### src/rtl/bsf_pkg.sv
// Constants for the battery status flag bank: register map, field positions, reset values
package bsf_pkg;

  // ----------------------------------------------------------------
  // Bus geometry
  // ----------------------------------------------------------------
  localparam int unsigned ADDR_W = 18;
  localparam int unsigned DATA_W = 32;

  // ----------------------------------------------------------------
  // Register indices; byte address is four times the index
  // ----------------------------------------------------------------
  localparam logic [15:0] IDX_OPEN_WIRE = 16'h7F27;
  localparam logic [15:0] IDX_SWITCH    = 16'h7F2A;
  localparam logic [15:0] IDX_HEALTH    = 16'h7F2B;
  localparam logic [15:0] IDX_ATTACH    = 16'h7F2C;
  localparam logic [15:0] IDX_IRQ_STAT  = 16'h7F30;
  localparam logic [15:0] IDX_IRQ_MASK  = 16'h7F31;

  // ----------------------------------------------------------------
  // Field positions
  // ----------------------------------------------------------------
  localparam int unsigned POS_CELL0_OPEN    = 0;
  localparam int unsigned POS_CHECK_ACTIVE  = 23;
  localparam int unsigned POS_PUMP_ON       = 7;
  localparam int unsigned POS_DRV_MOVING    = 4;  // Charge 4, discharge 5, standby 6
  localparam int unsigned POS_FET_TIMEOUT   = 3;
  localparam int unsigned POS_SWITCH_ON     = 0;  // Charge 0, discharge 1, standby 2
  localparam int unsigned POS_NVM_FAIL      = 6;
  localparam int unsigned POS_NVM_DONE      = 5;
  localparam int unsigned POS_SUPPLY_FAIL   = 2;  // Regulator 2, 3.3 V 3, core 4
  localparam int unsigned POS_SELFTEST      = 0;  // Undervoltage 0, overvoltage 1
  localparam int unsigned POS_CHARGER_SEEN  = 15;
  localparam int unsigned POS_LOAD_SEEN     = 14;
  localparam int unsigned POS_CHARGER_ERR   = 13;
  localparam int unsigned POS_LOAD_ERR      = 12;
  localparam int unsigned POS_PACK_ABOVE    = 10;

  // Interrupt status / mask bits
  localparam int unsigned IRQ_W             = 8;
  localparam int unsigned IRQ_OPEN_WIRE     = 0;
  localparam int unsigned IRQ_FET_TIMEOUT   = 1;
  localparam int unsigned IRQ_NVM_FAIL      = 2;
  localparam int unsigned IRQ_SUPPLY_FAIL   = 3;
  localparam int unsigned IRQ_SELFTEST_FAIL = 4;
  localparam int unsigned IRQ_CHARGER_SEEN  = 5;
  localparam int unsigned IRQ_LOAD_SEEN     = 6;
  localparam int unsigned IRQ_SETTLE_ERR    = 7;

  // ----------------------------------------------------------------
  // Reset values and bus answers
  // ----------------------------------------------------------------
  localparam logic [31:0] RST_FLAG_WORD = 32'h0000_0000;
  localparam logic [7:0]  RST_IRQ       = 8'h00;
  localparam logic [1:0]  RESP_OKAY     = 2'h0;
  localparam logic [1:0]  RESP_SLVERR   = 2'h2;

  // Number of raw condition inputs passed through synchronisers
  localparam int unsigned SRC_W = 26;

endpackage

### src/rtl/bsf_flag_bank.sv
// Read-only status flag bank with AXI4-Lite slave and flag-rise interrupt
//
// Implementation choice: register access over AXI4-Lite.
`timescale 1ns/1ps
module bsf_flag_bank (
  input  wire logic        core_clk,             // 40 MHz system clock
  input  wire logic        rst_n,                // Asynchronous reset, active low
  // Raw conditions from analog monitors (asynchronous)
  input  wire logic [4:0]  cell_open_wire_src,   // Open wire per cell 0..4
  input  wire logic        check_active_src,     // Periodic open-wire check running
  input  wire logic        pump_on_src,          // Charge pump operating
  input  wire logic [2:0]  drv_moving_src,       // Driver moving: [2] standby [1] dsg [0] chg
  input  wire logic        fet_timeout_src,      // Switch turn-on timed out
  input  wire logic [2:0]  switch_on_src,        // Switch on: [2] standby [1] dsg [0] chg
  input  wire logic        nvm_fail_src,         // Memory integrity check failed
  input  wire logic        nvm_done_src,         // Memory integrity check completed
  input  wire logic [2:0]  supply_fail_src,      // [2] core [1] rail_3p3 [0] regulator_input
  input  wire logic [1:0]  selftest_fail_src,    // [1] overvoltage [0] undervoltage
  input  wire logic        charger_seen_src,     // Charger attach detected
  input  wire logic        load_seen_src,        // Load attach detected
  input  wire logic        charger_err_src,      // Charger settling could not rise
  input  wire logic        load_err_src,         // Load settling could not fall
  input  wire logic        pack_above_src,       // Pack positive above top plus 100mV
  // AXI4-Lite slave
  input  wire logic [17:0] s_axi_awaddr,         // Write address
  input  wire logic        s_axi_awvalid,        // Write address valid
  output logic             s_axi_awready,        // Write address ready
  input  wire logic [31:0] s_axi_wdata,          // Write data
  input  wire logic [3:0]  s_axi_wstrb,          // Write byte strobes
  input  wire logic        s_axi_wvalid,         // Write data valid
  output logic             s_axi_wready,         // Write data ready
  output logic [1:0]       s_axi_bresp,          // Write response
  output logic             s_axi_bvalid,         // Write response valid
  input  wire logic        s_axi_bready,         // Write response ready
  input  wire logic [17:0] s_axi_araddr,         // Read address
  input  wire logic        s_axi_arvalid,        // Read address valid
  output logic             s_axi_arready,        // Read address ready
  output logic [31:0]      s_axi_rdata,          // Read data
  output logic [1:0]       s_axi_rresp,          // Read response
  output logic             s_axi_rvalid,         // Read data valid
  input  wire logic        s_axi_rready,         // Read data ready
  output logic             irq                   // Level interrupt, high while unmasked status set
);

  // ----------------------------------------------------------------
  // Input synchronisers
  // ----------------------------------------------------------------
  logic [25:0] src_raw;
  logic [25:0] sync_a;
  logic [25:0] sync_b;

  // Pack all asynchronous sources; order must match the unpack below
  assign src_raw = {cell_open_wire_src, check_active_src, pump_on_src, drv_moving_src,
                    fet_timeout_src, switch_on_src, nvm_fail_src, nvm_done_src,
                    supply_fail_src, selftest_fail_src, charger_seen_src, load_seen_src,
                    charger_err_src, load_err_src, pack_above_src};

  // Two flops per bit; the first stage feeds only the second
  genvar gi;
  generate
    for (gi = 0; gi < bsf_pkg::SRC_W; gi++) begin : g_sync
      always_ff @(posedge core_clk or negedge rst_n) begin
        if (!rst_n) begin
          sync_a[gi] <= 1'b0;
          sync_b[gi] <= 1'b0;
        end else begin
          sync_a[gi] <= src_raw[gi];
          sync_b[gi] <= sync_a[gi];
        end
      end
    end
  endgenerate

  // ----------------------------------------------------------------
  // Unpack synchronised conditions
  // ----------------------------------------------------------------
  wire [4:0] s_open     = sync_b[25:21];
  wire       s_active   = sync_b[20];
  wire       s_pump     = sync_b[19];
  wire [2:0] s_moving   = sync_b[18:16];
  wire       s_timeout  = sync_b[15];
  wire [2:0] s_on       = sync_b[14:12];
  wire       s_nvm_fail = sync_b[11];
  wire       s_nvm_done = sync_b[10];
  wire [2:0] s_supply   = sync_b[9:7];
  wire [1:0] s_selftest = sync_b[6:5];
  wire       s_chg_seen = sync_b[4];
  wire       s_ld_seen  = sync_b[3];
  wire       s_chg_err  = sync_b[2];
  wire       s_ld_err   = sync_b[1];
  wire       s_pack     = sync_b[0];

  // ----------------------------------------------------------------
  // Flag words
  // ----------------------------------------------------------------
  logic [31:0] open_wire_word;
  logic [31:0] switch_word;
  logic [31:0] health_word;
  logic [31:0] attach_word;
  logic [31:0] next_open_wire_word;
  logic [31:0] next_switch_word;
  logic [31:0] next_health_word;
  logic [31:0] next_attach_word;

  // Compose words; bits not listed stay zero
  always_comb begin
    next_open_wire_word = bsf_pkg::RST_FLAG_WORD;
    next_switch_word    = bsf_pkg::RST_FLAG_WORD;
    next_health_word    = bsf_pkg::RST_FLAG_WORD;
    next_attach_word    = bsf_pkg::RST_FLAG_WORD;
    next_open_wire_word[bsf_pkg::POS_CELL0_OPEN]        = s_open[0];
    next_open_wire_word[bsf_pkg::POS_CELL0_OPEN+1 +: 4] = s_open[4:1];
    next_open_wire_word[bsf_pkg::POS_CHECK_ACTIVE]      = s_active;
    next_switch_word[bsf_pkg::POS_PUMP_ON]              = s_pump;
    next_switch_word[bsf_pkg::POS_DRV_MOVING +: 3]      = s_moving;
    next_switch_word[bsf_pkg::POS_FET_TIMEOUT]          = s_timeout;
    next_switch_word[bsf_pkg::POS_SWITCH_ON +: 3]       = s_on;
    next_health_word[bsf_pkg::POS_NVM_FAIL]             = s_nvm_fail;
    next_health_word[bsf_pkg::POS_NVM_DONE]             = s_nvm_done;
    next_health_word[bsf_pkg::POS_SUPPLY_FAIL +: 3]     = s_supply;
    next_health_word[bsf_pkg::POS_SELFTEST +: 2]        = s_selftest;
    next_attach_word[bsf_pkg::POS_CHARGER_SEEN]         = s_chg_seen;
    next_attach_word[bsf_pkg::POS_LOAD_SEEN]            = s_ld_seen;
    next_attach_word[bsf_pkg::POS_CHARGER_ERR]          = s_chg_err;
    next_attach_word[bsf_pkg::POS_LOAD_ERR]             = s_ld_err;
    next_attach_word[bsf_pkg::POS_PACK_ABOVE]           = s_pack;
  end

  // Flags follow their sources only; no bus path reaches them
  always_ff @(posedge core_clk or negedge rst_n) begin
    if (!rst_n) begin
      open_wire_word <= bsf_pkg::RST_FLAG_WORD;
      switch_word    <= bsf_pkg::RST_FLAG_WORD;
      health_word    <= bsf_pkg::RST_FLAG_WORD;
      attach_word    <= bsf_pkg::RST_FLAG_WORD;
    end else begin
      open_wire_word <= next_open_wire_word;
      switch_word    <= next_switch_word;
      health_word    <= next_health_word;
      attach_word    <= next_attach_word;
    end
  end

  // ----------------------------------------------------------------
  // Interrupt events: a flag going from 0 to 1
  // ----------------------------------------------------------------
  wire [31:0] rise_ow  = next_open_wire_word & ~open_wire_word;
  wire [31:0] rise_sw  = next_switch_word & ~switch_word;
  wire [31:0] rise_hl  = next_health_word & ~health_word;
  wire [31:0] rise_at  = next_attach_word & ~attach_word;
  wire [7:0]  irq_event;

  assign irq_event[bsf_pkg::IRQ_OPEN_WIRE]     = |rise_ow[4:0];
  assign irq_event[bsf_pkg::IRQ_FET_TIMEOUT]   = rise_sw[bsf_pkg::POS_FET_TIMEOUT];
  assign irq_event[bsf_pkg::IRQ_NVM_FAIL]      = rise_hl[bsf_pkg::POS_NVM_FAIL];
  assign irq_event[bsf_pkg::IRQ_SUPPLY_FAIL]   = |rise_hl[bsf_pkg::POS_SUPPLY_FAIL +: 3];
  assign irq_event[bsf_pkg::IRQ_SELFTEST_FAIL] = |rise_hl[bsf_pkg::POS_SELFTEST +: 2];
  assign irq_event[bsf_pkg::IRQ_CHARGER_SEEN]  = rise_at[bsf_pkg::POS_CHARGER_SEEN];
  assign irq_event[bsf_pkg::IRQ_LOAD_SEEN]     = rise_at[bsf_pkg::POS_LOAD_SEEN];
  assign irq_event[bsf_pkg::IRQ_SETTLE_ERR]    = rise_at[bsf_pkg::POS_CHARGER_ERR] |
                                                 rise_at[bsf_pkg::POS_LOAD_ERR];

  // ----------------------------------------------------------------
  // AXI4-Lite write channel
  // ----------------------------------------------------------------
  logic        aw_held;
  logic        w_held;
  logic [17:0] aw_addr_q;
  logic [31:0] w_data_q;
  logic [3:0]  w_strb_q;

  // Address and data are taken in either order and held until both are here
  assign s_axi_awready = !aw_held && !s_axi_bvalid;
  assign s_axi_wready  = !w_held && !s_axi_bvalid;

  wire        aw_fire  = s_axi_awvalid && s_axi_awready;
  wire        w_fire   = s_axi_wvalid && s_axi_wready;
  wire        do_write = (aw_held || aw_fire) && (w_held || w_fire);
  wire [17:0] wr_addr  = aw_held ? aw_addr_q : s_axi_awaddr;
  wire [31:0] wr_data  = w_held ? w_data_q : s_axi_wdata;
  wire [3:0]  wr_strb  = w_held ? w_strb_q : s_axi_wstrb;
  wire [15:0] wr_idx   = wr_addr[17:2];  // Word index; byte lane bits dropped

  // Flag words accept writes with OKAY but never change
  wire wr_is_flag  = (wr_idx == bsf_pkg::IDX_OPEN_WIRE) || (wr_idx == bsf_pkg::IDX_SWITCH) ||
                     (wr_idx == bsf_pkg::IDX_HEALTH)    || (wr_idx == bsf_pkg::IDX_ATTACH);
  wire wr_is_stat  = (wr_idx == bsf_pkg::IDX_IRQ_STAT);
  wire wr_is_mask  = (wr_idx == bsf_pkg::IDX_IRQ_MASK);
  wire wr_mapped   = wr_is_flag || wr_is_stat || wr_is_mask;
  wire irq_lane_en = wr_strb[0];  // Interrupt fields live in byte 0

  // Hold one half while waiting for the other, then raise the response
  always_ff @(posedge core_clk or negedge rst_n) begin
    if (!rst_n) begin
      aw_held      <= 1'b0;
      w_held       <= 1'b0;
      aw_addr_q    <= 18'h0_0000;
      w_data_q     <= 32'h0000_0000;
      w_strb_q     <= 4'h0;
      s_axi_bvalid <= 1'b0;
      s_axi_bresp  <= bsf_pkg::RESP_OKAY;
    end else if (do_write) begin
      aw_held      <= 1'b0;
      w_held       <= 1'b0;
      s_axi_bvalid <= 1'b1;
      s_axi_bresp  <= wr_mapped ? bsf_pkg::RESP_OKAY : bsf_pkg::RESP_SLVERR;
    end else begin
      if (aw_fire) begin
        aw_held   <= 1'b1;
        aw_addr_q <= s_axi_awaddr;
      end
      if (w_fire) begin
        w_held   <= 1'b1;
        w_data_q <= s_axi_wdata;
        w_strb_q <= s_axi_wstrb;
      end
      if (s_axi_bvalid && s_axi_bready) begin
        s_axi_bvalid <= 1'b0;
      end
    end
  end

  // ----------------------------------------------------------------
  // Interrupt status and mask
  // ----------------------------------------------------------------
  logic [7:0] irq_status;
  logic [7:0] irq_mask;

  wire [7:0] stat_clear = (do_write && wr_is_stat && irq_lane_en) ? wr_data[7:0] : 8'h00;

  // A new event in the clearing cycle wins over the write-one-to-clear
  always_ff @(posedge core_clk or negedge rst_n) begin
    if (!rst_n) begin
      irq_status <= bsf_pkg::RST_IRQ;
      irq_mask   <= bsf_pkg::RST_IRQ;
    end else begin
      irq_status <= (irq_status & ~stat_clear) | irq_event;
      if (do_write && wr_is_mask && irq_lane_en) begin
        irq_mask <= wr_data[7:0];
      end
    end
  end

  // Registered so the pin is glitch free
  always_ff @(posedge core_clk or negedge rst_n) begin
    if (!rst_n) begin
      irq <= 1'b0;
    end else begin
      irq <= |(((irq_status & ~stat_clear) | irq_event) & irq_mask);
    end
  end

  // ----------------------------------------------------------------
  // AXI4-Lite read channel
  // ----------------------------------------------------------------
  wire [15:0] rd_idx = s_axi_araddr[17:2];
  wire        rd_ow  = (rd_idx == bsf_pkg::IDX_OPEN_WIRE);
  wire        rd_sw  = (rd_idx == bsf_pkg::IDX_SWITCH);
  wire        rd_hl  = (rd_idx == bsf_pkg::IDX_HEALTH);
  wire        rd_at  = (rd_idx == bsf_pkg::IDX_ATTACH);
  wire        rd_st  = (rd_idx == bsf_pkg::IDX_IRQ_STAT);
  wire        rd_mk  = (rd_idx == bsf_pkg::IDX_IRQ_MASK);
  wire        rd_hit = rd_ow || rd_sw || rd_hl || rd_at || rd_st || rd_mk;
  logic [31:0] rd_word;

  // Address decode for reads; unmapped reads return zero
  always_comb begin
    if (rd_ow) begin
      rd_word = open_wire_word;
    end else if (rd_sw) begin
      rd_word = switch_word;
    end else if (rd_hl) begin
      rd_word = health_word;
    end else if (rd_at) begin
      rd_word = attach_word;
    end else if (rd_st) begin
      rd_word = {24'h00_0000, irq_status};
    end else if (rd_mk) begin
      rd_word = {24'h00_0000, irq_mask};
    end else begin
      rd_word = 32'h0000_0000;
    end
  end

  // One read outstanding; address accepted only while no data waits
  assign s_axi_arready = !s_axi_rvalid;

  always_ff @(posedge core_clk or negedge rst_n) begin
    if (!rst_n) begin
      s_axi_rvalid <= 1'b0;
      s_axi_rdata  <= 32'h0000_0000;
      s_axi_rresp  <= bsf_pkg::RESP_OKAY;
    end else if (s_axi_arvalid && s_axi_arready) begin
      s_axi_rvalid <= 1'b1;
      s_axi_rdata  <= rd_word;
      s_axi_rresp  <= rd_hit ? bsf_pkg::RESP_OKAY : bsf_pkg::RESP_SLVERR;
    end else if (s_axi_rready) begin
      s_axi_rvalid <= 1'b0;
    end
  end

endmodule

### config.mk
export PLATFORM = sky130hd
export DESIGN_NAME = bsf_flag_bank
export DESIGN_NICKNAME = d
export VERILOG_FILES = /design/src/rtl/bsf_pkg.sv /design/src/rtl/bsf_flag_bank.sv
export SDC_FILE = /design/constraint.sdc
export NUM_CORES = 1
export LEC_CHECK = 0
export BUFFER_PORTS_ARGS = -buffer_cell sky130_fd_sc_hd__clkbuf_2
export CAP_MARGIN = 20
export CORE_MARGIN = 8
export CORE_UTILIZATION = 49
export CTS_BUF_LIST = sky130_fd_sc_hd__clkbuf_8
export DETAILED_ROUTE_END_ITERATION = 6
export PLACE_DENSITY = 0.78
export RECOVER_POWER = 50
export SLEW_MARGIN = 5
export SYNTH_ARGS = -nofsm -noshare
export SYNTH_HDL_FRONTEND = slang
export SYNTH_SLANG_ARGS = --single-unit
### constraint.sdc
create_clock -name core_clk -period 2.1 [get_ports core_clk]
set_input_delay 0.105 -clock core_clk [delete_from_list [all_inputs] [get_ports core_clk]]
set_output_delay 0.105 -clock core_clk [all_outputs]
set_load 0.03 [all_outputs]
* Word-level counts from Yosys, hierarchy flattened
Index checks and enable logic that the tools add are counted. W data, S select, Z words.
Word-level totals: bits in registers 162, logic and storage cells 152
Operators by class: mux-type cells 20, reductions and logical operators 37, equal/unequal tests 12, bitwise gates (word level) 14
Operator list (count):
- $eq A16 B15 Y1 const B | 12
- $mux W32 | 3
- $mux W8 | 4
- $mux W18 | 1
- $and A16 B16 Y16 | 1
- $and A8 B8 Y8 | 2
- $mux W16 | 1
- $not A16 Y16 | 1
- $logic_or A1 B1 Y1 | 12
- $logic_and A1 B1 Y1 | 11
- $mux W1 | 9
- $not A8 Y8 | 1
- $or A8 B8 Y8 | 1
- $reduce_bool A2 Y1 | 4
- $reduce_or A8 Y1 | 1
- $and A7 B7 Y7 | 1
- $not A7 Y7 | 1
- $and A5 B5 Y5 | 1
- $not A5 Y5 | 1
- $reduce_or A5 Y1 | 1
- $and A4 B4 Y4 | 1
- $logic_not A1 Y1 | 4
- $mux W2 | 2
- $not A4 Y4 | 1
- other kinds (5) | 6

* Depth between registers and ports, before layout
Gate-level depths: netlist of run 1.
depth after elaboration 13, gate-level depth with buffers 7, depth with buffers taken out 6

* Worst setup path after synthesis of run 1
No wires, ideal clock.
path kind register to register, start register s_axi_bvalid, end register irq, data arrival time 1954 ps, path slack 4 ps, buffers on the path 0, cell stages (with the launch flop) 7, clock period less this slack 2096 ps, library setup time 142 ps, cells stage by stage dfrtp_1 and2b_4 o22ai_1 a2111oi_4 a21oi_1 nor4_1 o2111ai_1
Between the ends: longest elaborated chain between the ends 13, elaborated cells between the ends (all ways) 16, those cells by class mux: 1; bitwise: 4; reduce/logical: 11
Ends and longest elaborated chain:
- from (decl) | RTL line bsf_flag_bank.sv:33 | output logic s_axi_bvalid,
- from (signal assigned) | RTL line bsf_flag_bank.sv:200 | s_axi_bvalid <= 1'b0;
- from (signal assigned) | RTL line bsf_flag_bank.sv:205 | s_axi_bvalid <= 1'b1;
- from (signal assigned) | RTL line bsf_flag_bank.sv:218 | s_axi_bvalid <= 1'b0;
- $logic_not A1 Y1 * | RTL line bsf_flag_bank.sv:173, bsf_flag_bank.sv:174
- $logic_and A1 B1 Y1, on equally long branches | RTL line bsf_flag_bank.sv:173, bsf_flag_bank.sv:174
- $logic_and A1 B1 Y1, on equally long branches | RTL line bsf_flag_bank.sv:176, bsf_flag_bank.sv:177
- $logic_or A1 B1 Y1 | RTL line bsf_flag_bank.sv:178 | wire do_write = (aw_held || aw_fire) && (w_held || w_fire);
- $logic_and A1 B1 Y1 * | RTL line bsf_flag_bank.sv:178
- $logic_and A1 B1 Y1 * (2 in series) | RTL line bsf_flag_bank.sv:229 | wire [7:0] stat_clear = (do_write && wr_is_stat && irq_lane_en) ? wr_data[7:0] : 8'h00;
- $mux W8 * | RTL line bsf_flag_bank.sv:229
- $not A8 Y8 * | RTL line bsf_flag_bank.sv:249 | irq <= |(((irq_status & ~stat_clear) | irq_event) & irq_mask);
- $and A8 B8 Y8 * | RTL line bsf_flag_bank.sv:249
- $or A8 B8 Y8 * | RTL line bsf_flag_bank.sv:249
- $and A8 B8 Y8 * | RTL line bsf_flag_bank.sv:249
- $reduce_or A8 Y1 * | RTL line bsf_flag_bank.sv:249
- to (signal assigned) | RTL line bsf_flag_bank.sv:249
- to (decl) | RTL line bsf_flag_bank.sv:42 | output logic irq
Mark *: on every way between the ends. The rest lies on a longest branch, timed or not. A chain may end at the register's enable or synchronous reset.

* Final worst setup path of run 1
start register aw_held, end register irq
Between the ends: longest elaborated chain between the ends 13, elaborated cells between the ends (all ways) 15, those cells by class eq/ne: 1; mux: 2; bitwise: 4; reduce/logical: 8
Ends and longest elaborated chain:
- from (decl) | RTL line bsf_flag_bank.sv:166 | logic aw_held;
- from (signal assigned) | RTL line bsf_flag_bank.sv:195 | aw_held <= 1'b0;
- from (signal assigned) | RTL line bsf_flag_bank.sv:203 | aw_held <= 1'b0;
- from (signal assigned) | RTL line bsf_flag_bank.sv:209 | aw_held <= 1'b1;
- parallel branches: the longest is 5 deep, another holds $mux W18
- $logic_and A1 B1 Y1 * (2 in series) | RTL line bsf_flag_bank.sv:229
- $mux W8 * | RTL line bsf_flag_bank.sv:229
- $not A8 Y8 * | RTL line bsf_flag_bank.sv:249
- $and A8 B8 Y8 * | RTL line bsf_flag_bank.sv:249
- $or A8 B8 Y8 * | RTL line bsf_flag_bank.sv:249
- $and A8 B8 Y8 * | RTL line bsf_flag_bank.sv:249
- $reduce_or A8 Y1 * | RTL line bsf_flag_bank.sv:249
Every way passes the cells marked *.

==> out/metrics.sh, run 1 <==
PLACEMENT_ROWS=38
FAILED_CHECKS='setup timing'
CP_MAX_FO=7
R2R-START='aw_held'
PATH_CLASS='reg2reg'
OUTCOME='finished with violations'
ROUTED_WIRE_LENGTH_PER_INSTANCE_MICRONS=15.7
TIMING.SLEW.HEADROOM_PCT=2.85
DRT_PRE_ANTENNA_ITERS=4
GRT_PASS1_VIAS=3978
CTS_INSERTED_BUFFERS=17
FINAL_AREA_SQ_UM=7000
IO_BUFFER_COUNT=95
MAXCAPVIOLCOUNT=0
GRTUSAGETOTAL_PCT=16.7
TOP_LAYER_USED='met4'
FMAX_MHz=464
DRTANTENNAVIOLNETS=0
ROUTED_WIRELENGTH_MICRONS=11500
DIE_Y_MICRONS=120
TIMING.CLOCK.SKEW_NS=0.0156
REPORT.FINAL.SETUP_VIOL=1
CTS_NUM_SINKS=140
WORST_SETUP_HOLD_PATH_CLK_SLEW_NS=0.08
FINALCRITICALPERIOD_NS=2.16
ANTENNA_VIOLATIONS_BEFORE_REPAIR=0
FINAL_HOLD_VIOLS=0
WORST_SKEW_PAIR.LATE_LATENCY_NS=0.44
CRIT_START='aw_held'
POST-ROUTE-PERIOD-UTIL_PCT=103
ASYNC_RESET_FF_SHARE_PCT=100
DIE_AREA_SQ_UM=14500
FINAL_CELL_MIX='140 x sky130_fd_sc_hd__dfrtp_1, 92 x sky130_fd_sc_hd__clkbuf_2, 55 x sky130_fd_sc_hd__dlygate4sd3_1, 31 x sky130_fd_sc_hd__mux2_2, 24 x sky130_fd_sc_hd__inv_1'
YS_TYPES=49
WORST_PATH_MAX_DELAY_CELL='sky130_fd_sc_hd__dfrtp_1'
SYN_AREA_SQ_UM=5350
CRITPATHCAPTURETYPE='register'
DESIGN.FINAL.NETS=685
SYNTHDOMINANTCELLAREASHARE_PCT=65.5
FP.DIEW_MICRONS=120
POWER.DENSITY_CELL_AREA_nW_PER_UM2=974
WORST-SLEW-PIN-TRANSITION_NS=1.46
DPL_HPWL_MICRONS=8130
MET2WIRELENGTH_MICRONS=5590
ROUTE.MET3.WL_MICRONS=833
BUFFERS_PLUS_INVERTERS_ON_THE_WORST_SETUP_PATH=2
PLACEDINSTANCEAREA_SQ_UM=6020
PRE_CTS_WS_NS=-0.0989
P_LEAK_uW=0.00323
DRT_FIRST_ITER_VIOLATIONS=213
ROUTEDLENGTHMET1_MICRONS=4890
CTS-ROOT-TO-SINK-BUFFERS=2
INITIAL_UTILIZATION_PCT=49.7
BOUNDARY_PINS=147
DIODES_INSERTED=0
YS.FLOP_TYPE='sky130_fd_sc_hd__dfrtp_1'
GRT_MAX_DEGREE=61
SYNTH_AREA_PER_CELL_SQ_UM=13.3
SETUP_REPAIR_AFTER_GLOBAL_ROUTING_MISSED_ITS_MARGIN='yes'
CTS_H_TREE_DEPTH=4
FINAL_COMMON_CELL='sky130_fd_sc_hd__dfrtp_1'
POST_DRT_VIA_CELL_RATIO=5.06
CP-START-KIND='register'
TIMING.CRITICAL_PATH.ARRIVAL_NS=2.46
TOTAL_POWER_AFTER_LAYOUT_uW=6820
GRT_PASS1_WL_MICRONS=19100
FP.COREAREA_SQ_UM=10700
CP.REQUIRED_NS=2.40
GLOBALPLACE.CONGESTION=0.856
SYNTH_SEQ_CELLS=140
LAYOUT.CORE_UTILIZATION_PCT=65.1
TIMING.HOLD.WORST.CLASS='in2reg'
CPPEAKSTAGEDELAY_NS=0.42
SYNTH_TOP_AREA_CELL='sky130_fd_sc_hd__dfrtp_1'
POSTSYNTHCELLCOUNT=401
SYNTH.YOSYS.WARNINGS=0
SETUP_SLACK_NS=-0.0572
VIAS=3710
TIMING.CRITICAL_PATH.CELLS='buf_4 > nand4b_1 > or3_4 > a2111oi_4 > buf_6 > a21oi_2 > nor4_2 > o2111ai_1'
YS_SEQ_AREA_SHARE_PCT=65.5
FLOW.AREA_GROWTH_FROM_SYNTHESIS_PCT=31.0
DRC_ERRORS=0
SYNTH-EDFF-COUNT=0
CLOCK_ROOT_BUFFER='sky130_fd_sc_hd__clkbuf_8'
TRITONCTS='built'
SETUP-TNS-FINAL_NS=-0.0572
TIMING.HOLD.WORST.START='s_axi_wvalid'
IR_DROP_V=0.000556
NETLIST_TOP_CELLS_AREA='sky130_fd_sc_hd__dfrtp_1 66%, sky130_fd_sc_hd__mux2_2 6.7%, sky130_fd_sc_hd__mux2i_1 3.0%'
GR-TOTAL-OVERFLOW=0
FINAL_LAYOUT_SIZE_SUFFIX_GT1_SHARE_PCT=32.0
PATH_DELAY_FAMILY='simple AND/OR/NAND/NOR gates'
TIMING_MAX_TRANSITION_VIOLATIONS_FINAL=0
-- cell type report --
type	count	area, sq um
fillers	818	3740
flip-flops and latches	140	3500
multi-input cells	227	1670
repair buffers	171	1190
clock buffers	17	234
well taps	140	175
clock inverters	15	141
inverters	23	86.3
-- sequential cells by signal, summed over array words and instances (netlist names), 5 cells and up --
name                 cells
attach_word              5
aw_addr_q               16
health_word              7
irq_mask                 8
irq_status               8
next_health_word         5
next_open_wire_word      5
next_switch_word         6
open_wire_word           6
s_axi_rdata             14
switch_word              8
sync_a                  26
w_data_q                 8
-- where the power goes --
part / internal, uW / switching, uW / leakage, uW / total [uW]
clock network: 951 / 1060 / 0.000182 / 2010
registers: 3080 / 207 / 0.00163 / 3280
logic: 754 / 772 / 0.00142 / 1530
-- cells in the mapped netlist, types with 3 or more instances --
library cell	count
sky130_fd_sc_hd__a21oi_1	10
sky130_fd_sc_hd__and2_1	5
sky130_fd_sc_hd__o21ai_1	3
sky130_fd_sc_hd__nor2b_1	6
sky130_fd_sc_hd__buf_4	20
sky130_fd_sc_hd__nor2_1	16
sky130_fd_sc_hd__nand2_1	15
sky130_fd_sc_hd__nor3_1	6
sky130_fd_sc_hd__nor4_1	3
sky130_fd_sc_hd__o21ai_0	23
sky130_fd_sc_hd__nand3b_1	4
sky130_fd_sc_hd__a22o_1	12
sky130_fd_sc_hd__mux2i_1	16
sky130_fd_sc_hd__nand2b_1	7
sky130_fd_sc_hd__inv_1	23
sky130_fd_sc_hd__dfrtp_1	140
sky130_fd_sc_hd__mux2_2	32
sky130_fd_sc_hd__clkbuf_1	8
sky130_fd_sc_hd__a221oi_1	7
sky130_fd_sc_hd__o22ai_1	5
sky130_fd_sc_hd__nand4_1	4
-- worst register-to-register path: stages (launching register included) --
cell                        delay, ns
sky130_fd_sc_hd__dfrtp_1         0.42
sky130_fd_sc_hd__buf_4           0.14
sky130_fd_sc_hd__nand4b_1        0.08
sky130_fd_sc_hd__or3_4           0.40
sky130_fd_sc_hd__a2111oi_4       0.31
sky130_fd_sc_hd__buf_6           0.18
sky130_fd_sc_hd__a21oi_2         0.06
sky130_fd_sc_hd__nor4_2          0.27
sky130_fd_sc_hd__o2111ai_1       0.15
-- path summary, 6_finish.rpt --
kind,endpoint,slack [ns],cells after the start
hold reg to reg,next_switch_word[1],0.35,0
hold / removal,w_held,0.13,4
setup / recovery,irq,-0.06,8
max in group asynchronous,sync_a[16],0.28,3
min in group asynchronous,sync_a[14],0.53,2
setup reg to reg,irq,-0.06,8
-- what timing repair did --
item | CTS | global route
hold buffers | 55 | 0
setup endpoints to repair | 4 | 9
pin swaps | 5 | 6
hold endpoints to repair | 111 | 0
gates cloned | 0 | 0
buffers inserted | 2 | 2
gates resized for setup | 6 | 5
-- cell families after synthesis --
| group | count (synthesis) | share of synthesized area (%) |
|---|---|---|
| multiplexers | 52 | 10.7 |
| AND/OR/NAND/NOR | 82 | 8.97 |
| AO/OA/AOI/OAI | 73 | 9.48 |
| buffers and inverters | 53 | 5.27 |
| flip-flops | 140 | 65.5 |
| other | 1 | 0.0702 |
-- per-layer routing --
| metal | track usage [%] | vias up |
|---|---|---|
| li1 | - | 1731 |
| met1 | 20.4 | 1839 |
| met2 | 26.5 | 120 |
| met3 | 5.59 | 20 |
| met4 | 7.42 | 0 |
| met5 | 0 | - |
-- per-stage QoR --
step	hold WS, ns	std cells
finish	0.132	733
global route	0.147	733
CTS	0.0924	731
detailed placement	0.113	642
global placement	0.107	642
floorplan	-0.191	420
No activity file was read; power rests on OpenSTA's default activity.
==> run 2: changes to the inputs <==
--- a/config.mk
+++ b/config.mk
@@ -11,7 +11,7 @@
 export CORE_UTILIZATION = 49
 export CTS_BUF_LIST = sky130_fd_sc_hd__clkbuf_8
 export DETAILED_ROUTE_END_ITERATION = 6
-export PLACE_DENSITY = 0.78
+export PLACE_DENSITY_LB_ADDON = 0.05
 export RECOVER_POWER = 50
 export SLEW_MARGIN = 5
 export SYNTH_ARGS = -nofsm -noshare
==> run 2 against run 1 <==
Compared with the run above: the run ends with capacitance limit, slew limit, setup timing left; first-iteration DRC count rose by 2.8%; design area increased by 1.6%; clock-buffer cell count unchanged; worst hold slack better by 0.0024 ns; die area did not move; power up 5.3%; setup slack worse by 0.031 ns; critical path depth stayed put; critical path type unchanged; highest routed layer unchanged.
==> out/metrics.sh, run 2 (same netlist as run 1, synthesis figures left out) <==
LARGEST_REG_FLOPS=26  # unchanged
FMAX_MHz=457  # was 464 MHz
VIAS=3628  # was 3710
WORST-SLEW-PIN-TRANSITION_NS=1.51  # was 1.46 ns
FINAL_HOLD_VIOLS=0  # unchanged
OUTCOME='finished with violations'  # unchanged
DRTANTENNAVIOLNETS=0  # unchanged
FILL_CELLS=831  # was 818
DESIGN.FINAL.NETS=686  # was 685
PATH_CLASS='reg2reg'  # unchanged
GR-TOTAL-OVERFLOW=0  # unchanged
INITIAL_UTILIZATION_PCT=49.7  # unchanged
POWER.DENSITY_CELL_AREA_nW_PER_UM2=1010  # was 974 nW/um^2
TIMING.CRITICAL_PATH.ARRIVAL_NS=2.48  # was 2.46 ns
FINAL-SEQ-AREA_SQ_UM=3500  # about the same
PLACEMENT_ROWS=38  # unchanged
GRT_MAX_DEGREE=62  # was 61
CP-START-KIND='register'  # unchanged
IO_BUFFER_COUNT=95  # unchanged
IR_DROP_V=0.000603  # was 0.000556 V
TRITONCTS='built'  # unchanged
SETUP_REPAIR_AFTER_GLOBAL_ROUTING_MISSED_ITS_MARGIN='yes'  # unchanged
CTS_INSERTED_BUFFERS=17  # unchanged
TIMING.HOLD.WORST.CLASS='in2reg'  # unchanged
P_LEAK_uW=0.00328  # was 0.00323 uW
FINAL_COMMON_CELL='sky130_fd_sc_hd__dfrtp_1'  # unchanged
FLOW.AREA_GROWTH_FROM_SYNTHESIS_PCT=33.1  # was 31.0%
ANTENNA_VIOLATIONS_BEFORE_REPAIR=0  # unchanged
CTS_H_TREE_DEPTH=4  # unchanged
FP.DIEW_MICRONS=120  # unchanged
WORST_HOLD_PATH.NUM_CELLS=4  # unchanged
GRT_PASS1_WL_MICRONS=18900  # was 19100 microns
SETUP_SLACK_REG_TO_REG_NS=-0.09  # was -0.06 ns
TIMING.HOLD.WORST.START='s_axi_wvalid'  # unchanged
TIMING_MAX_TRANSITION_VIOLATIONS_FINAL=62  # was 0
POST-ROUTE-PERIOD-UTIL_PCT=104  # was 103%
TIMING.SLEW.HEADROOM_PCT=-0.805  # was 2.85%
FINAL_CELL_MIX='139 x sky130_fd_sc_hd__dfrtp_1, 93 x sky130_fd_sc_hd__clkbuf_2, 55 x sky130_fd_sc_hd__dlygate4sd3_1, 31 x sky130_fd_sc_hd__mux2_2'  # was 140 x sky130_fd_sc_hd__dfrtp_1, 92 x sky130_fd_sc_hd__clkbuf_2, 55 x sky130_fd_sc_hd__dlygate4sd3_1, 31 x sky130_fd_sc_hd__mux2_2, 24 x sky130_fd_sc_hd__inv_1
LARGEST_REGISTER='sync_a'  # unchanged
REG.LARGEST.LIST='sync_a x26, aw_addr_q x16, s_axi_rdata x14'  # unchanged
FINALCRITICALPERIOD_NS=2.19  # was 2.16 ns
WORST_SETUP_HOLD_PATH_CLK_SLEW_NS=0.08  # about the same
CLOCK_ROOT_BUFFER='sky130_fd_sc_hd__clkbuf_8'  # unchanged
WORST_R2R_ENDPOINT='irq'  # unchanged
BOUNDARY_PINS=147  # unchanged
ROUTED_WIRELENGTH_MICRONS=11600  # was 11500 microns
TOTAL_POWER_AFTER_LAYOUT_uW=7180  # was 6820 uW
GRTUSAGETOTAL_PCT=16.5  # was 16.7%
DRT_PRE_ANTENNA_ITERS=4  # unchanged
REPORT.FINAL.SETUP_VIOL=1  # unchanged
R2R-START='aw_held'  # unchanged
DIE_Y_MICRONS=120  # unchanged
DPL_HPWL_MICRONS=8030  # was 8130 microns
MAXCAPVIOLCOUNT=1  # was 0
FAILED_CHECKS='capacitance limit, slew limit, setup timing'  # was setup timing
GLOBALPLACE.CONGESTION=0.855  # was 0.856
FINAL_LAYOUT_SIZE_SUFFIX_GT1_SHARE_PCT=33.5  # was 32.0%
CP.REQUIRED_NS=2.39  # was 2.40 ns
SETUP_SLACK_NS=-0.0878  # was -0.0572 ns
DIE_AREA_SQ_UM=14500  # unchanged
FP.COREAREA_SQ_UM=10700  # unchanged
HOLD_PATH_END='w_held'  # unchanged
ROUTED_WIRE_LENGTH_PER_INSTANCE_MICRONS=15.9  # was 15.7 microns
COMBINED_AREA_OF_THE_MULTI_INPUT_LOGIC_CELLS_SQ_UM=1680  # was 1670 sq um
DIODES_INSERTED=0  # unchanged
GRT_PASS1_VIAS=3851  # was 3978
TIMING.CLOCK.SKEW_NS=0.0106  # was 0.0156 ns
DRC_ERRORS=0  # unchanged
CTS-ROOT-TO-SINK-BUFFERS=2  # unchanged
PRE_CTS_WS_NS=-0.0661  # was -0.0989 ns
LAYOUT.CORE_UTILIZATION_PCT=66.2  # was 65.1%
CTS_NUM_SINKS=140  # unchanged
CP_MAX_FO=7  # unchanged
DRT_FIRST_ITER_VIOLATIONS=219  # was 213
WORSTREGTOREGCELLS=8  # unchanged
POST_DRT_VIA_CELL_RATIO=4.94  # was 5.06
WORST_SKEW_PAIR.LATE_LATENCY_NS=0.43  # was 0.44 ns
CRITPATHCAPTURETYPE='register'  # unchanged
run 2: cell types whose count changed in the layout (fill, tap and decap cells not counted), sizes merged:
cell	before	now
bufinv	1	4
buf	21	22
clkinvlp	4	3
inv	28	27
clkinv	5	4
run 2: final cells by class:
| type | instances | area share, % |
|---|---|---|
| clock buffers | 17 | 3.29 |
| clock inverters | 15 | 2.97 |
| inverters | 23 | 1.21 |
| flip-flops and latches | 140 | 49.3 |
| multi-input cells | 227 | 23.6 |
| repair buffers | 172 | 17.2 |
| well taps | 140 | 2.46 |
run 2: power breakdown:
group	switching (uW)	internal (uW)	total, uW
Combinational	752	762	1510
Clock	1060	1320	2380
Sequential	215	3080	3290
Total	2030	5150	7180
run 2: through the flow:
| step | setup TNS, ns | hold WS [ns] | area, sq um | std cells |
|---|---|---|---|---|
| floorplan | 0 | -0.191 | 5420 | 420 |
| global placement | -0.0433 | 0.122 | 6050 | 644 |
| detailed placement | -0.0661 | 0.130 | 6050 | 644 |
| CTS | -0.0610 | 0.107 | 7090 | 733 |
| global route | -0.414 | 0.140 | 7110 | 734 |
| finish | -0.0878 | 0.134 | 7110 | 734 |
run 2: timing repair:
item / CTS / global route
buffers inserted: 2 / 1
hold endpoints to repair: 113 / 0
pin swaps: 4 / 6
hold buffers: 55 / 0
resized for setup: 7 / 13
setup endpoints to repair: 1 / 9
run 2: how the worst max path moves through the flow:
stage	slack, ns	depth (start not counted)	to	from
2_1_floorplan	0.004	6	irq	s_axi_bvalid
3_3_place_gp	-0.04	8	irq	aw_held
3_5_place_dp	-0.07	7	irq	aw_held
4_1_cts	-0.06	8	irq	aw_held
5_1_grt	-0.24	8	irq	aw_held
6_report	-0.09	8	irq	aw_held
run 2: worst max-delay path, cell delays in order (launching register included):
cell                        delay, ns
sky130_fd_sc_hd__dfrtp_2         0.45
sky130_fd_sc_hd__buf_6           0.13
sky130_fd_sc_hd__mux2_4          0.31
sky130_fd_sc_hd__or2_4           0.25
sky130_fd_sc_hd__a2111oi_4       0.29
sky130_fd_sc_hd__buf_6           0.19
sky130_fd_sc_hd__a21oi_2         0.06
sky130_fd_sc_hd__nor4_2          0.26
sky130_fd_sc_hd__o2111ai_1       0.13
run 2: metal layers:
metal | wire [microns] | part of all wire, % | up-vias | global-route usage [%]
met5 | 0 | 0 | - | 0
met4 | 185 | 1.6 | 0 | 6.56
met3 | 744 | 6.4 | 18 | 4.76
met2 | 5760 | 49 | 108 | 27.2
met1 | 4950 | 43 | 1767 | 20.1
li1 | - | - | 1735 | -
==> run 3: changes to the inputs <==
--- a/config.mk
+++ b/config.mk
@@ -11,6 +11,7 @@
 export CORE_UTILIZATION = 49
 export CTS_BUF_LIST = sky130_fd_sc_hd__clkbuf_8
 export DETAILED_ROUTE_END_ITERATION = 6
+export MAX_ROUTING_LAYER = met4
 export PLACE_DENSITY_LB_ADDON = 0.05
 export RECOVER_POWER = 50
 export SLEW_MARGIN = 5
==> run 3 against run 2 <==
Compared with the run above: the flow still finishes with violations (capacitance limit, slew limit, setup timing); clock skew fell by 0.00086 ns; sequential share of layout area down 0.061 points; wire length up 0.40%; power hardly changed; maximum frequency fell by 0.69%; design area grew 0.12%; cell count stayed put; first-iteration DRC count fell by 5.5%; critical endpoint unchanged; non-clock buffer count did not move; critical path type unchanged; global-route usage grew 0.54 points; sequential power is essentially flat.
==> out/metrics.sh, run 3 (same netlist as run 1, synthesis figures left out) <==
GRT_MAX_DEGREE=62  # unchanged
DIE_Y_MICRONS=120  # unchanged
FMAX_MHz=454  # was 457 MHz
MET2WIRELENGTH_MICRONS=5810  # was 5760 microns
FINAL-SEQ-AREA_SQ_UM=3500  # unchanged
LARGEST_REG_FLOPS=26  # unchanged
CTS_INSERTED_BUFFERS=17  # unchanged
TIMING.HOLD.WS_NS=0.134  # about the same
FILL_CELLS=828  # was 831
COMBINED_AREA_OF_THE_MULTI_INPUT_LOGIC_CELLS_SQ_UM=1680  # unchanged
ROUTED_WIRE_LENGTH_PER_INSTANCE_MICRONS=15.9  # about the same
TIMING.HOLD.WORST.CLASS='in2reg'  # unchanged
FINAL_COMMON_CELL='sky130_fd_sc_hd__dfrtp_1'  # unchanged
GRTUSAGETOTAL_PCT=17.0  # was 16.5%
CP_MAX_FO=7  # unchanged
FINAL_CELL_MIX='139 x sky130_fd_sc_hd__dfrtp_1, 93 x sky130_fd_sc_hd__clkbuf_2, 55 x sky130_fd_sc_hd__dlygate4sd3_1, 31 x sky130_fd_sc_hd__mux2_2'  # unchanged
WORSTREGTOREGCELLS=8  # unchanged
DRC_ERRORS=0  # unchanged
CTS_NUM_SINKS=140  # unchanged
SETUP_SLACK_NS=-0.103  # was -0.0878 ns
PATH_CLASS='reg2reg'  # unchanged
FLOW.AREA_GROWTH_FROM_SYNTHESIS_PCT=33.3  # was 33.1%
TIMING.SLEW.HEADROOM_PCT=-2.47  # was -0.805%
PLACEDINSTANCEAREA_SQ_UM=6050  # unchanged
POST_DRT_VIA_CELL_RATIO=4.92  # was 4.94
MAXCAPVIOLCOUNT=1  # unchanged
CRITPATHCAPTURETYPE='register'  # unchanged
TIMING.CRITICAL_PATH.ARRIVAL_NS=2.50  # was 2.48 ns
BOUNDARY_PINS=147  # unchanged
CTS_H_TREE_DEPTH=4  # unchanged
POWER.DENSITY_CELL_AREA_nW_PER_UM2=1010  # about the same
DRT_FIRST_ITER_VIOLATIONS=207  # was 219
IO_BUFFER_COUNT=95  # unchanged
WORST_HOLD_PATH.NUM_CELLS=4  # unchanged
FAILED_CHECKS='capacitance limit, slew limit, setup timing'  # unchanged
R2R-START='aw_held'  # unchanged
CP-START-KIND='register'  # unchanged
P_LEAK_uW=0.00329  # was 0.00328 uW
TOP_LAYER_USED='met4'  # unchanged
FINAL_AREA_SQ_UM=7120  # was 7110 sq um
INITIAL_UTILIZATION_PCT=49.7  # unchanged
DIE_AREA_SQ_UM=14500  # unchanged
DESIGN.FINAL.NETS=686  # unchanged
TIMING.CLOCK.SKEW_NS=0.00971  # was 0.0106 ns
WORST_SETUP_HOLD_PATH_CLK_SLEW_NS=0.08  # about the same
WORST_SKEW_PAIR.LATE_LATENCY_NS=0.43  # about the same
ROUTED_WIRELENGTH_MICRONS=11700  # was 11600 microns
FINALCRITICALPERIOD_NS=2.20  # was 2.19 ns
POST-ROUTE-PERIOD-UTIL_PCT=105  # was 104%
DPL_HPWL_MICRONS=8030  # unchanged
FP.COREAREA_SQ_UM=10700  # unchanged
REG.LARGEST.LIST='sync_a x26, aw_addr_q x16, s_axi_rdata x14'  # unchanged
ANTENNA_VIOLATIONS_BEFORE_REPAIR=0  # unchanged
WORST_R2R_ENDPOINT='irq'  # unchanged
SETUP_REPAIR_AFTER_GLOBAL_ROUTING_MISSED_ITS_MARGIN='yes'  # unchanged
TRITONCTS='built'  # unchanged
GR-TOTAL-OVERFLOW=0  # unchanged
DRTANTENNAVIOLNETS=0  # unchanged
FP.DIEW_MICRONS=120  # unchanged
TIMING_MAX_TRANSITION_VIOLATIONS_FINAL=61  # was 62
GRT_PASS1_WL_MICRONS=18900  # unchanged
GRT_PASS1_VIAS=3861  # was 3851
GLOBALPLACE.CONGESTION=0.868  # was 0.855
LARGEST_REGISTER='sync_a'  # unchanged
CTS-ROOT-TO-SINK-BUFFERS=2  # unchanged
CLOCK_ROOT_BUFFER='sky130_fd_sc_hd__clkbuf_8'  # unchanged
ROUTE.MET3.WL_MICRONS=724  # was 744 microns
CP.REQUIRED_NS=2.39  # about the same
TIMING.HOLD.WORST.START='s_axi_wvalid'  # unchanged
IR_DROP_V=0.000603  # about the same
VIAS=3612  # was 3628
REPORT.FINAL.SETUP_VIOL=1  # unchanged
PLACEMENT_ROWS=38  # unchanged
FINAL_LAYOUT_SIZE_SUFFIX_GT1_SHARE_PCT=33.5  # unchanged
ROUTEDLENGTHMET1_MICRONS=5000  # was 4950 microns
TOTAL_POWER_AFTER_LAYOUT_uW=7180  # about the same
SETUP_SLACK_REG_TO_REG_NS=-0.10  # was -0.09 ns
LAYOUT.CORE_UTILIZATION_PCT=66.3  # was 66.2%
WORST-SLEW-PIN-TRANSITION_NS=1.54  # was 1.51 ns
HOLD_PATH_END='w_held'  # unchanged
DRT_PRE_ANTENNA_ITERS=4  # unchanged
DIODES_INSERTED=0  # unchanged
OUTCOME='finished with violations'  # unchanged
FINAL_HOLD_VIOLS=0  # unchanged
run 3: cell counts in the layout (fill, tap and decap cells not counted):
Identical to the previous run, type by type.
run 3: per-stage QoR:
stage | setup WS [ns] | std cells | setup TNS [ns]
after floorplan | 0.00429 | 420 | 0
after global placement | -0.0433 | 644 | -0.0433
after detailed placement | -0.0661 | 644 | -0.0661
after CTS | -0.0610 | 733 | -0.0610
after global routing | -0.236 | 734 | -0.418
final | -0.103 | 734 | -0.103
run 3: report_power, final:
group | total [uW] | switching, uW | internal (uW)
combinational | 1520 | 753 | 764
clock | 2380 | 1060 | 1320
sequential | 3290 | 214 | 3080
run 3: how the worst max path moves through the flow:
stage               depth (start not counted)  end         start  slack [ns]
floorplan                                   6  irq  s_axi_bvalid       0.004
global placement                            8  irq       aw_held       -0.04
global route                                8  irq       aw_held       -0.24
CTS                                         8  irq       aw_held       -0.06
detailed placement                          7  irq       aw_held       -0.07
finish                                      8  irq       aw_held       -0.10
run 3: cell type report:
class                           count  area share [%]
Inverter                           23            1.21
Timing Repair Buffer              172            17.3
Multi-Input combinational cell    227            23.6
Sequential cell                   140            49.2
Clock inverter                     15            2.97
Clock buffer                       17            3.28
Tap cell                          140            2.46
run 3: timing repair:
item,4_1_cts,5_1_grt
pin swaps,4,6
cloned,0,0
buffers inserted,2,1
endpoints found under the hold margin,113,0
gates resized for setup,7,13
hold buffers,55,0
endpoints found under the setup margin,1,9
run 3: routing by layer:
metal / global-route usage [%] / vias up
met2: 27.4 / 110
li1: - / 1734
met4: 6.48 / 0
met3: 4.80 / 12
met1: 20.0 / 1756
met5: - / -
run 3: critical path, stage by stage, from the launching register on:
cell	delay, ns
sky130_fd_sc_hd__dfrtp_2	0.45
sky130_fd_sc_hd__buf_6	0.13
sky130_fd_sc_hd__mux2_4	0.31
sky130_fd_sc_hd__or2_4	0.24
sky130_fd_sc_hd__a2111oi_4	0.29
sky130_fd_sc_hd__buf_6	0.19
sky130_fd_sc_hd__a21oi_2	0.06
sky130_fd_sc_hd__nor4_2	0.26
sky130_fd_sc_hd__o2111ai_1	0.14
